==> src/rtl/scc_map.svh <==
`ifndef SCC_MAP_SVH
`define SCC_MAP_SVH
`define SCC_ADDR_SOFT_RESET 16'hFF0C
`define SCC_ADDR_RESAMPLE_SEL 16'hFF0D
`define SCC_ADDR_CLK_OUT_CFG 16'hFF1F
`define SCC_MMD_SUBSYS 5'h1E
`define SCC_RST_SOFT_RESET 16'h0000
`define SCC_RST_RESAMPLE_SEL 16'h0000
`define SCC_RST_CLK_OUT_CFG 16'h0000
`define SCC_BIT_SOFT_RESET 0
`define SCC_BIT_RESAMPLE 0
`define SCC_BIT_RCVR_FAST 5
`define SCC_BIT_FREE_FAST 4
`define SCC_BIT_RSVD3 3
`define SCC_BIT_RCVR_HRT 2
`define SCC_BIT_FREE_HRT 1
`define SCC_BIT_REF 0
`define SCC_CLK_CFG_MASK 16'h003F
`define SCC_SOFT_RESET_CYCLES 4'h8
`endif

==> src/rtl/scc_pkg.sv <==
package scc_pkg;
  typedef enum logic [2:0] {
    SCC_SRC_NONE = 3'h0,
    SCC_SRC_REF = 3'h1,
    SCC_SRC_FREE_HRT = 3'h3,
    SCC_SRC_RCVR_HRT = 3'h2,
    SCC_SRC_FREE_FAST = 3'h6,
    SCC_SRC_RCVR_FAST = 3'h7
  } scc_src_type;
  typedef enum logic [1:0] {
    SCC_ST_IDLE = 2'h0,
    SCC_ST_RESET = 2'h1,
    SCC_ST_LOAD = 2'h3
  } scc_state_type;
  typedef struct packed {
    logic req;
    logic wr;
    logic [4:0] mmd;
    logic [15:0] addr;
    logic [15:0] wdata;
  } scc_mgmt_req_type;
  typedef struct packed {
    logic ack;
    logic hit;
    logic [15:0] rdata;
  } scc_mgmt_rsp_type;
endpackage

==> src/rtl/scc_subsys_clk_rst.sv <==
`timescale 1ns/1ps
`include "scc_map.svh"
module scc_subsys_clk_rst
  import scc_pkg::*;
(
  // Clock and reset
  input wire logic sys_clk_i,
  input wire logic rst_b_i,
  // Management access from the serial frame decoder, same clock
  input wire scc_mgmt_req_type mgmt_req_i,
  output scc_mgmt_rsp_type mgmt_rsp_o,
  // Candidate clock sources, gated internally
  input wire logic rcvr_fast_clk_i,
  input wire logic free_fast_clk_i,
  input wire logic rcvr_hrt_clk_i,
  input wire logic free_hrt_clk_i,
  input wire logic ref_clk_i,
  // General clock pin
  output logic general_clock_out_pin_o,
  output logic general_clock_out_oe_o,
  output scc_src_type clk_src_o,
  // Subsystem reset sequence
  output logic subsys_reset_o,
  output logic pin_resample_req_o,
  output logic pin_reload_req_o
);
  logic rst_s1_r;
  logic rst_s2_r;
  logic resample_sel_r;
  logic [5:0] clk_cfg_r;
  logic reset_pend_r;
  logic mode_r;
  logic [3:0] cnt_r;
  scc_state_type state_r;
  scc_src_type src_nxt;
  logic hit;
  logic wr_en;
  logic [15:0] rdata_nxt;

  always_ff @(posedge sys_clk_i or negedge rst_b_i) begin
    if (!rst_b_i) begin
      rst_s1_r <= 1'b0;
      rst_s2_r <= 1'b0;
    end else begin
      rst_s1_r <= 1'b1;
      rst_s2_r <= rst_s1_r;
    end
  end

  assign hit = mgmt_req_i.req && (mgmt_req_i.mmd == `SCC_MMD_SUBSYS) &&
    (mgmt_req_i.addr == `SCC_ADDR_SOFT_RESET || mgmt_req_i.addr == `SCC_ADDR_RESAMPLE_SEL ||
     mgmt_req_i.addr == `SCC_ADDR_CLK_OUT_CFG);
  assign wr_en = hit && mgmt_req_i.wr;

  always_ff @(posedge sys_clk_i or negedge rst_s2_r) begin
    if (!rst_s2_r) begin
      resample_sel_r <= 1'(`SCC_RST_RESAMPLE_SEL);
      clk_cfg_r <= 6'(`SCC_RST_CLK_OUT_CFG);
    end else if (wr_en) begin
      if (mgmt_req_i.addr == `SCC_ADDR_RESAMPLE_SEL) begin
        resample_sel_r <= mgmt_req_i.wdata[`SCC_BIT_RESAMPLE];
      end
      // Reserved bit 3 is kept for read-back but never selects a source
      if (mgmt_req_i.addr == `SCC_ADDR_CLK_OUT_CFG) begin
        clk_cfg_r <= mgmt_req_i.wdata[5:0];
      end
    end
  end

  always_comb begin
    rdata_nxt = 16'h0000;
    if (mgmt_req_i.addr == `SCC_ADDR_SOFT_RESET) begin
      rdata_nxt[`SCC_BIT_SOFT_RESET] = reset_pend_r;
    end else if (mgmt_req_i.addr == `SCC_ADDR_RESAMPLE_SEL) begin
      rdata_nxt[`SCC_BIT_RESAMPLE] = resample_sel_r;
    end else if (mgmt_req_i.addr == `SCC_ADDR_CLK_OUT_CFG) begin
      rdata_nxt[5:0] = clk_cfg_r;
    end
  end

  // Answer one cycle after each request; unmapped reads give zero with hit low
  always_ff @(posedge sys_clk_i or negedge rst_s2_r) begin
    if (!rst_s2_r) begin
      mgmt_rsp_o <= '0;
    end else begin
      mgmt_rsp_o.ack <= mgmt_req_i.req;
      mgmt_rsp_o.hit <= hit;
      mgmt_rsp_o.rdata <= hit ? rdata_nxt : 16'h0000;
    end
  end

  // Soft reset sequence; trigger bit self-clears when the sequence ends
  always_ff @(posedge sys_clk_i or negedge rst_s2_r) begin
    if (!rst_s2_r) begin
      state_r <= SCC_ST_IDLE;
      reset_pend_r <= 1'(`SCC_RST_SOFT_RESET);
      mode_r <= 1'b0;
      cnt_r <= 4'h0;
    end else begin
      case (state_r)
        // Selector is latched here so a later write cannot alter a running sequence
        SCC_ST_IDLE: begin
          if (wr_en && mgmt_req_i.addr == `SCC_ADDR_SOFT_RESET &&
              mgmt_req_i.wdata[`SCC_BIT_SOFT_RESET]) begin
            state_r <= SCC_ST_RESET;
            reset_pend_r <= 1'b1;
            mode_r <= resample_sel_r;
            cnt_r <= `SCC_SOFT_RESET_CYCLES;
          end
        end
        SCC_ST_RESET: begin
          cnt_r <= cnt_r - 4'h1;
          if (cnt_r == 4'h1) begin
            state_r <= SCC_ST_LOAD;
          end
        end
        SCC_ST_LOAD: begin
          state_r <= SCC_ST_IDLE;
          reset_pend_r <= 1'b0;
        end
        default: state_r <= SCC_ST_IDLE;
      endcase
    end
  end

  assign subsys_reset_o = (state_r == SCC_ST_RESET);
  assign pin_resample_req_o = (state_r == SCC_ST_LOAD) && mode_r;
  assign pin_reload_req_o = (state_r == SCC_ST_LOAD) && !mode_r;

  // Fixed priority keeps a single source on the pin
  always_comb begin
    if (clk_cfg_r[`SCC_BIT_RCVR_FAST]) begin
      src_nxt = SCC_SRC_RCVR_FAST;
    end else if (clk_cfg_r[`SCC_BIT_FREE_FAST]) begin
      src_nxt = SCC_SRC_FREE_FAST;
    end else if (clk_cfg_r[`SCC_BIT_RCVR_HRT]) begin
      src_nxt = SCC_SRC_RCVR_HRT;
    end else if (clk_cfg_r[`SCC_BIT_FREE_HRT]) begin
      src_nxt = SCC_SRC_FREE_HRT;
    end else if (clk_cfg_r[`SCC_BIT_REF]) begin
      src_nxt = SCC_SRC_REF;
    end else begin
      src_nxt = SCC_SRC_NONE;
    end
  end

  always_ff @(posedge sys_clk_i or negedge rst_s2_r) begin
    if (!rst_s2_r) begin
      clk_src_o <= SCC_SRC_NONE;
    end else begin
      clk_src_o <= src_nxt;
    end
  end

  // Clock path is a plain mux; a glitch can occur at the instant the source changes
  always_comb begin
    case (clk_src_o)
      SCC_SRC_RCVR_FAST: general_clock_out_pin_o = rcvr_fast_clk_i;
      SCC_SRC_FREE_FAST: general_clock_out_pin_o = free_fast_clk_i;
      SCC_SRC_RCVR_HRT: general_clock_out_pin_o = rcvr_hrt_clk_i;
      SCC_SRC_FREE_HRT: general_clock_out_pin_o = free_hrt_clk_i;
      SCC_SRC_REF: general_clock_out_pin_o = ref_clk_i;
      default: general_clock_out_pin_o = 1'b0;
    endcase
  end
  assign general_clock_out_oe_o = (clk_src_o != SCC_SRC_NONE);

  AST_RESAMPLE_MODE: assert property (@(posedge sys_clk_i) disable iff (!rst_s2_r)
    $fell(subsys_reset_o) && mode_r |-> pin_resample_req_o)
    else $error("resample request missing");
  AST_RELOAD_MODE: assert property (@(posedge sys_clk_i) disable iff (!rst_s2_r)
    $fell(subsys_reset_o) && !mode_r |-> pin_reload_req_o && !pin_resample_req_o)
    else $error("reload request missing");
  AST_SEL_READ: assert property (@(posedge sys_clk_i) disable iff (!rst_s2_r)
    mgmt_rsp_o.ack && mgmt_rsp_o.hit |-> mgmt_rsp_o.rdata[15:6] == 10'h000)
    else $error("reserved bits not zero");
  AST_RCVR_FAST: assert property (@(posedge sys_clk_i) disable iff (!rst_s2_r)
    clk_cfg_r[5] |=> clk_src_o == SCC_SRC_RCVR_FAST || $changed(clk_cfg_r))
    else $error("recovered fast clock not selected");
  AST_FREE_FAST: assert property (@(posedge sys_clk_i) disable iff (!rst_s2_r)
    clk_cfg_r[5:4] == 2'b01 && $stable(clk_cfg_r) |=> clk_src_o == SCC_SRC_FREE_FAST)
    else $error("free fast clock not selected");
  AST_REF_ONLY: assert property (@(posedge sys_clk_i) disable iff (!rst_s2_r)
    clk_cfg_r == 6'h01 ##1 clk_cfg_r == 6'h01 |->
    general_clock_out_oe_o && clk_src_o == SCC_SRC_REF)
    else $error("reference clock not selected");
  AST_RCVR_HRT: assert property (@(posedge sys_clk_i) disable iff (!rst_s2_r)
    clk_cfg_r[5:4] == 2'b00 && clk_cfg_r[2] |=> clk_src_o == SCC_SRC_RCVR_HRT)
    else $error("recovered heartbeat not selected");
  AST_FREE_HRT: assert property (@(posedge sys_clk_i) disable iff (!rst_s2_r)
    clk_cfg_r[5:4] == 2'b00 && clk_cfg_r[2:1] == 2'b01 |=> clk_src_o == SCC_SRC_FREE_HRT)
    else $error("free heartbeat not selected");
  AST_SEL_RSVD: assert property (@(posedge sys_clk_i) disable iff (!rst_s2_r)
    hit && mgmt_req_i.addr == `SCC_ADDR_RESAMPLE_SEL |=> mgmt_rsp_o.rdata[15:1] == 15'h0000)
    else $error("selector reserved bits not zero");
  AST_MODE_CAPTURE: assert property (@(posedge sys_clk_i) disable iff (!rst_s2_r)
    state_r == SCC_ST_IDLE && wr_en && mgmt_req_i.addr == `SCC_ADDR_SOFT_RESET &&
    mgmt_req_i.wdata[0] |=> mode_r == $past(resample_sel_r))
    else $error("selector not captured at trigger");
  AST_BUSY_READ: assert property (@(posedge sys_clk_i) disable iff (!rst_s2_r)
    hit && mgmt_req_i.addr == `SCC_ADDR_SOFT_RESET && state_r != SCC_ST_IDLE |=>
    mgmt_rsp_o.rdata == 16'h0001)
    else $error("busy soft reset not reported");
  AST_SOFT_RESET: assert property (@(posedge sys_clk_i) disable iff (!rst_s2_r)
    state_r == SCC_ST_IDLE && wr_en && mgmt_req_i.addr == `SCC_ADDR_SOFT_RESET &&
    mgmt_req_i.wdata[0] |=> subsys_reset_o [*8] ##1 !subsys_reset_o)
    else $error("soft reset length wrong");
  AST_NO_SOURCE: assert property (@(posedge sys_clk_i) disable iff (!rst_s2_r)
    clk_cfg_r[5:0] == 6'h00 ##1 $stable(clk_cfg_r) |-> !general_clock_out_oe_o)
    else $error("clock pin driven with no source");
  AST_OTHER_MMD: assert property (@(posedge sys_clk_i) disable iff (!rst_s2_r)
    mgmt_req_i.req && mgmt_req_i.mmd != `SCC_MMD_SUBSYS |=> mgmt_rsp_o.ack && !mgmt_rsp_o.hit)
    else $error("foreign device address answered");
endmodule // scc_subsys_clk_rst

==> config.mk <==
export PLATFORM = sky130hd
export DESIGN_NAME = scc_subsys_clk_rst
export DESIGN_NICKNAME = d
export VERILOG_FILES = /design/src/rtl/scc_pkg.sv /design/src/rtl/scc_subsys_clk_rst.sv
export VERILOG_INCLUDE_DIRS = /design/src /design/src/rtl
export SDC_FILE = /design/constraint.sdc
export NUM_CORES = 1
export LEC_CHECK = 0
export BUFFER_PORTS_ARGS = -buffer_cell sky130_fd_sc_hd__buf_2
export CAP_MARGIN = 25
export CORE_UTILIZATION = 47
export CTS_CLUSTER_DIAMETER = 150
export DETAILED_ROUTE_END_ITERATION = 7
export GPL_TIMING_DRIVEN = 1
export PLACE_DENSITY = 0.84
export SYNTH_ARGS = -nofsm -noshare
export SYNTH_HDL_FRONTEND = slang
export SYNTH_SLANG_ARGS = --single-unit
==> constraint.sdc <==
create_clock -name sys_clk_i -period 1.68 [get_ports sys_clk_i]
set_input_delay 0.084 -clock sys_clk_i [delete_from_list [all_inputs] [get_ports sys_clk_i]]
set_output_delay 0.084 -clock sys_clk_i [all_outputs]
set_load 0.02 [all_outputs]
==> results, run 1 <==
- The library cell contributing the largest single delay on the critical path is sky130_fd_sc_hd__mux4_2.
- The vias per cell is 5.11.
- In this run the core area contains 18 standard-cell rows.
- Global routing finished with a remaining overflow of 0.
- The first global-routing pass estimated 4.22 mm of wire.
- The run finished, with violations left.
- For this run, the share of the core covered by cells in the final layout is 0.683.
- Setup repair after global routing could not meet its margin everywhere.
- The beginning of the worst register-to-register path is state_r[0]$_DFFE_PN0P_.
- The path class of the lowest-slack min-delay path is flop to async pin.
- In the synthesized netlist the async set-or-reset flop fraction comes to 1.00.
- The count of warnings emitted by yosys is 0.
- After clock tree synthesis, the clock-pin slew on the worst setup and hold paths is 0.15 ns.
- The number of sinks on the clock net is 28.
- In the final design database the tool counted 232 nets.
- The signal arrival time at the worst endpoint is 1.60 ns.
- Across the VDD grid, the largest voltage drop is 560 uV.
- Timing would allow up to 0.595 GHz.
- After filler insertion, the fill cell instance count of the layout stands at 198.
- Across the run, the number of max-cap violations was 0.
- The die covers 2980 um^2.
- The total clock buffers created by CTS is 3.
- Synthesis produced a netlist whose cell count is 115.
- The end of the worst register-to-register path is mode_r$_DFFE_PN0P_.
- The clock arrives with 0.00731 ns of skew.
- Walking the worst path, the cells encountered are nand2b_1, mux4_2, a22o_1, buf_6.
- Clock latency on the worst-skew pair, taken at its later pin, is 0.32 ns.
- The number of buffers on the longest clock path is 2.
- The power per standard cell area is 697 nW/um^2.
- Once routing completed, OpenROAD measured the worst setup slack at -0.000963 ns.
- The required time of the critical path is 1.60 ns.
- Hold is met by 0.0215 ns.
- During I/O placement, the number of pins put on the boundary was 72.
- The post-synthesis average cell area is 11.3 um^2.
- The setup path with the least slack is of type flop to primary output.
- The distinct cell type count of the synthesized netlist is 37.
- Of the available clock period, the critical path in the final layout requires 1.00.
- For flop-to-flop paths, the worst setup slack is 0.11 ns.
- The count of buffers added on input and output ports is 51.
- The total wire length after detailed routing is 2.51 mm.
- The die boundary width is 54.6 um.
- The largest stage delay on the critical path is 0.47 ns.
- Leaving out fill and tap cells, the most frequent cell in the layout is sky130_fd_sc_hd__buf_2.
- The final antenna-violating net count is 0.
- The library cells used most frequently in the layout, excluding fill and tap cells, are 50 x sky130_fd_sc_hd__buf_2, 28 x sky130_fd_sc_hd__dfrtp_1, 11 x sky130_fd_sc_hd__conb_1, 9 x sky130_fd_sc_hd__buf_4, 8 x sky130_fd_sc_hd__mux2_2.
- TritonCTS built the clock tree.
- The initial core utilization is 0.511.
- The die is 54.6 um tall.
- The final reports fail on negative setup slack.
- The most used flip-flop cell after synthesis is sky130_fd_sc_hd__dfrtp_1.
- The max-slew violation total from the final report is 0.
- The half-perimeter wire length after placement is 1.91 mm.
- The count of endpoints failing hold in the final timing report is 0.
- The number of antenna violations at the first check in global routing is 0.
- The cell sitting at the root of the clock tree is a sky130_fd_sc_hd__clkbuf_4.
- The mapped netlist covers 1300 um^2.
- In the global route stage, overall resource usage came out at 0.196.
- Entering global routing, the biggest net connects 26 pins.
- Once placement completed, the tool counted placed cells totaling 198.
- The startpoint kind of the worst setup timing path is a flop.
- The design draws 1210 uW.
- The synthesized design contains 28 register bits.
- Of the synthesized area, sequential elements account for 0.539.
- The number of antenna diodes in the final layout is 0.
- The area of the core is 2540 um^2.
- The first-pass iteration count of the detailed router is 4.
- The detailed router's first-iteration violation count is 13.
- The time the final worst path needs with I/O delays and setup is 1.68 ns.
- The final number of setup-violating endpoints is 1.
- STA classifies the critical path endpoint as a primary output.
- The highest fanout seen on the critical path is 2.
- Detailed routing inserted a total of 1089 vias.
- The final weighted congestion of routability-driven global placement is 0.801.
- In this run the number of H-tree levels came out at 1.
- The finished layout holds 213 standard cells, fillers aside.
- For this run, design rule violations remaining after detail routing come to 0.
- The layout-stage area growth over the synthesis result is 33.8%.
- Counting cells, the worst reg-to-reg path comes to 4.
- The accumulated negative setup slack is -0.000963 ns.
- The reported leakage power is 0.000946 uW.
- After detailed routing, the average wire length per cell comes to 11.8 um.
- In the final layout, the share of cells above drive strength 1 is 0.421.
- The via count of the first global-routing pass was 1080.
- In this run, synthesis inferred 0 flip-flops with an integrated enable.
==> cell usage after synthesis (2+ instances only) <==
master / count / area (um^2)
sky130_fd_sc_hd__and2_1: 4 / 25.0
sky130_fd_sc_hd__buf_4: 10 / 75.1
sky130_fd_sc_hd__mux2_2: 8 / 90.1
sky130_fd_sc_hd__o21ai_0: 3 / 15.0
sky130_fd_sc_hd__conb_1: 2 / 7.51
sky130_fd_sc_hd__inv_1: 5 / 18.8
sky130_fd_sc_hd__nand2_1: 6 / 22.5
sky130_fd_sc_hd__or3_1: 3 / 18.8
sky130_fd_sc_hd__ha_1: 2 / 25.0
sky130_fd_sc_hd__nor3_1: 6 / 30.0
sky130_fd_sc_hd__or2_2: 2 / 12.5
sky130_fd_sc_hd__nand2b_1: 2 / 12.5
sky130_fd_sc_hd__nand4_1: 5 / 31.3
sky130_fd_sc_hd__nor2_1: 7 / 26.3
sky130_fd_sc_hd__dfrtp_1: 28 / 701
==> cell type report <==
| class | instances | area (um^2) | area share |
|---|---|---|---|
| Clock inverter | 1 | 30.0 | 0.0173 |
| Tap cell | 30 | 37.5 | 0.0216 |
| Clock buffer | 3 | 22.5 | 0.0129 |
| Multi-Input combinational cell | 79 | 531 | 0.305 |
| Timing Repair Buffer | 67 | 399 | 0.229 |
| Sequential cell | 28 | 701 | 0.403 |
| Inverter | 5 | 18.8 | 0.0108 |
==> routing by layer <==
| metal | vias to the layer above | part of all wire | track usage |
|---|---|---|---|
| li1 | 518 | - | - |
| met1 | 505 | 0.40 | 0.216 |
| met2 | 59 | 0.50 | 0.376 |
| met3 | 7 | 0.078 | 0.0278 |
| met4 | 0 | 0.018 | 0.0684 |
| met5 | - | 0 | 0 |
==> worst max path at each step <==
stage | from | end | slack, ns | cells after the start
3_3_place_gp | mgmt_req_i[19] | clk_cfg_r[5]$_DFFE_PN0P_ | 0.1 | 5
6_report | clk_src_o[1]$_DFF_PN0_ | general_clock_out_pin_o | -0.001 | 4
5_1_grt | clk_src_o[1]$_DFF_PN0_ | general_clock_out_pin_o | -0.08 | 4
2_1_floorplan | state_r[0]$_DFFE_PN0P_ | mode_r$_DFFE_PN0P_ | 0.24 | 4
4_1_cts | clk_src_o[1]$_DFF_PN0_ | general_clock_out_pin_o | -0.002 | 4
3_5_place_dp | mgmt_req_i[19] | clk_cfg_r[5]$_DFFE_PN0P_ | 0.07 | 5
==> power breakdown <==
group	switching [uW]	internal [uW]	leakage [uW]	total, uW
registers	1.50	678	0.000384	679
logic	57.4	48.8	0.000533	106
clock network	186	241	0.0000279	427
==> stage by stage <==
| step | area, um^2 | setup slack [ns] |
|---|---|---|
| floorplan | 1330 | 0.240 |
| global placement | 1580 | 0.0984 |
| detailed placement | 1580 | 0.0734 |
| CTS | 1730 | -0.00199 |
| global route | 1740 | -0.0758 |
| finish | 1740 | -0.000963 |
==> critical path: cells and delay by family (launching register included) <==
| kind | cells | cell delay (ns) |
|---|---|---|
| multiplexers | 1 | 0.47 |
| flip-flops | 1 | 0.38 |
| AO/OA/AOI/OAI | 1 | 0.23 |
| buffers and inverters | 1 | 0.13 |
| AND/OR/NAND/NOR | 1 | 0.08 |
==> flip-flops by register name, indices dropped and copies added (netlist names) <==
| name | count |
|---|---|
| resample_sel_r | 1 |
| cnt_r | 4 |
| clk_src_o | 3 |
| clk_cfg_r | 6 |
| mode_r | 1 |
| mgmt_rsp_o | 8 |
| state_r | 2 |
| rst_s1_r | 1 |
| rst_s2_r | 1 |
| reset_pend_r | 1 |
==> repair_timing <==
action | CTS | global route
setup buffers | 3 | 1
pin swaps | 1 | 0
hold buffers | 7 | 0
setup endpoints to repair | 1 | 1
cloned | 0 | 0
gates resized for setup | 2 | 0
endpoints found under the hold margin | 8 | 0
==> cells by family (layout without fill, tap and decap cells) <==
kind of cell	count (synthesis)	after routing	share of synthesized area
buffers and inverters	17	76	0.0789
AOI/OAI and AO/OA	10	10	0.0510
other	2	11	0.00578
and+or+nand+nor	45	45	0.205
DFF	28	28	0.539
adders and majority gates	2	2	0.0192
xor gates and xnor gates	1	1	0.00674
muxes	10	10	0.0943
Power figures use the tool's default switching activity.
==> run 2: changes to the inputs <==
CORE_UTILIZATION = 45   (was 47)
PLACE_DENSITY = 0.81   (was 0.84)
RECOVER_POWER = 100   (was unset)
==> run 2 against run 1 <==
Net effect: the flow still finishes with violations (negative setup slack); power increased by 0.81%; worst setup slack got worse by 0.021 ns; count of clock-buffer cells in the layout is the same; sequential power barely moved; first-iteration DRC count is 62% higher; core utilization shrank 6.6 points; via count fell by 1.9%; critical endpoint unchanged; highest routed layer unchanged.
==> results, run 2 (synthesis results as in run 1) <==
- The layout-stage area growth over the synthesis result is 31.0%.
- The final number of setup-violating endpoints is 1.
- The largest registers in the layout are mgmt_rsp_o x8, clk_cfg_r x6, cnt_r x4.
- The total clock buffers created by CTS is 3.
- The checks that failed: negative setup slack.
- The library cell used most frequently in the layout, excluding fill and tap cells, is sky130_fd_sc_hd__buf_2.
- The final worst clock skew is 0.00248 ns.
- The worst setup path is launched from a flop.
- The finished cells cover 1700 um^2.
- Clock-pin slew was measured on the worst setup and hold paths at 0.14 ns.
- The number of placed instances, taps included, is 199.
- CTS built an H-tree with a depth of 1.
- The die boundary height is 55.8 um.
- The via count of the first global-routing pass is 1132.
- Summing internal, switching and leakage power gives 1220 uW.
- Along the worst path, the maximum fanout reaches 2.
- STA puts the critical path data required time at 1.60 ns.
- The highest ir drop seen on vdd is 548 uV.
- The number of buffers on the longest clock path is 2.
- The number of antenna violations at the first check in global routing came to 0.
- For this design the ratio of total power to cell area is 718 nW/um^2.
- The worst setup path is of the flop to primary output kind.
- In the final layout, the multi-input gates occupy 524 um^2.
- The flow ran to the end, but the final reports show violations.
- The global-route congestion overflow total is 0.
- The half-perimeter wire length after placement is 2.04 mm.
- The register with the most flip-flops in the layout has 8 of them.
- The final antenna-violating net count is 0.
- The CTS root buffer is sky130_fd_sc_hd__clkbuf_4.
- The total number of vias is 1068.
- The area enclosed by the die boundary is 3110 um^2.
- The count of endpoints failing hold in the final timing report came to 0.
- For the worst setup path, the data arrival time is 1.62 ns.
- The ratio of cells with drive above 1 in the final layout is 0.328.
- For this configuration, the core starts out at a cell density of 0.471.
- The library cells used most frequently in the layout, excluding fill and tap cells, are 34 x sky130_fd_sc_hd__buf_2, 28 x sky130_fd_sc_hd__dfrtp_1, 17 x sky130_fd_sc_hd__clkbuf_1, 11 x sky130_fd_sc_hd__conb_1, 8 x sky130_fd_sc_hd__mux2_2.
- For this run, the top clock speed supported by timing is 0.588 GHz.
- For this block, the initial DRC count from the detailed router was 21.
- In the routed design, unresolved DRC markers number 0.
- Setup repair after global routing could not meet its margin everywhere.
- Entering global routing, the biggest net connects 27 pins.
- Using the TritonRoute via totals, the vias-per-cell ratio works out to 4.99.
- The overall routing resource usage is 0.185.
- 0 antenna diodes ended up in the layout.
- The initialized floorplan defines 19 standard-cell rows.
- The finished layout holds 214 standard cells, fillers aside.
- The number of sinks on the clock net is 28.
- The first-pass iteration count of the detailed router is 4.
- Buffers placed on the I/O ports in this run total 51.
- The time the final worst path needs with I/O delays and setup is 1.70 ns.
- Once routing completed, OpenROAD measured the worst setup slack at -0.0220 ns.
- The reported leakage power is 0.000854 uW.
- The sequential cells in the finished layout cover a total of 701 um^2.
- The source-to-sink clock delay at the later pin of the worst-skew pair is 0.33 ns.
- Of the available clock period, the critical path in the final layout requires 1.01.
- Dividing the detail-routed wire length by the instance count gives 12.3 um.
- TritonCTS built the clock tree.
- At the end of routability-driven placement, the weighted congestion stood at 0.796.
- The die boundary width is 55.8 um.
- Counting flops per register, the top entry is mgmt_rsp_o.
- Measured against its own limit, the worst slew margin works out to 0.590.
- The number of I/O pins is 72.
- The critical path endpoint category is a primary output.
- The worst-margin pin slew is 0.615 ns.
- The total of fill cells in the finished design is 245.
- Across the run, the number of max-cap violations was 0.
- The total wire length after detailed routing is 2.63 mm.
- The total number of nets in the final design is 232.
- The max-slew violation total from the final report was 0.
- The area of the core is 2760 um^2.
- Once placement finished, the instance area stood at 1580 um^2.
- The first global-routing pass estimated 4.50 mm of wire.
- The min-delay analysis places its worst path in the category primary input to flop.
[run 2: cell types whose count changed in the layout (fill, tap and decap cells not counted), sizes merged]
cell,previous run,this run
buf,60,40
clkbuf,3,23
[run 2: final cells by class]
class / count / share of cell area
Clock inverter: 1 / 0.0176
Inverter: 5 / 0.0110
Timing Repair Buffer: 67 / 0.216
Tap cell: 31 / 0.0228
Clock buffer: 3 / 0.0132
Multi-Input combinational cell: 79 / 0.308
Sequential cell: 28 / 0.411
[run 2: final timing paths]
check | slack (ns) | depth (start not counted) | end | from
setup / recovery | -0.02 | 4 | general_clock_out_pin_o | clk_src_o[1]$_DFF_PN0_
hold / removal | 0.01 | 2 | clk_cfg_r[0]$_DFFE_PN0P_ | mgmt_req_i[0]
setup reg to reg | 0.14 | 4 | mode_r$_DFFE_PN0P_ | state_r[0]$_DFFE_PN0P_
hold reg to reg | 0.35 | 1 | clk_cfg_r[5]$_DFFE_PN0P_ | rst_s2_r$_DFF_PN0_
max in group asynchronous | 0.93 | 1 | cnt_r[1]$_DFFE_PN0P_ | rst_s2_r$_DFF_PN0_
min in group asynchronous | 0.04 | 2 | rst_s1_r$_DFF_PN0_ | rst_b_i
[run 2: worst max-delay path: stages, from the launching register on]
cell and delay [ns]:
sky130_fd_sc_hd__dfrtp_1 0.38, sky130_fd_sc_hd__nand2b_1 0.08, sky130_fd_sc_hd__mux4_2 0.47, sky130_fd_sc_hd__a22o_1 0.23, sky130_fd_sc_hd__buf_6 0.13
[run 2: through the flow]
stage / worst slack, ns / TNS, ns / hold WS, ns / util
4_1_cts: -0.0145 / -0.0145 / 0.0120 / 0.628
6_report: -0.0220 / -0.0220 / 0.0144 / 0.618
3_5_place_dp: 0.110 / 0 / -0.127 / 0.574
5_1_grt: -0.0631 / -0.0631 / 0.0127 / 0.618
2_1_floorplan: 0.240 / 0 / -0.212 / -
3_3_place_gp: 0.131 / 0 / -0.131 / 0.574
[run 2: report_power, final]
part,switching [uW],internal (uW)
Clock,196,242
Combinational,58.8,47.4
Sequential,1.00,678
[run 2: timing repair]
item,in CTS,in global routing
gates resized for setup,2,1
setup endpoints to repair,1,2
hold buffers,7,0
pin swaps,1,0
buffers inserted,3,1
hold endpoints to repair,8,0
[run 2: per-layer routing]
| layer | wire [um] | vias to the layer above | track usage |
|---|---|---|---|
| met5 | 0 | - | 0 |
| met4 | 42 | 0 | 0.0750 |
| met3 | 166 | 5 | 0.0279 |
| met2 | 1360 | 55 | 0.346 |
| met1 | 1070 | 495 | 0.208 |
| li1 | - | 513 | - |
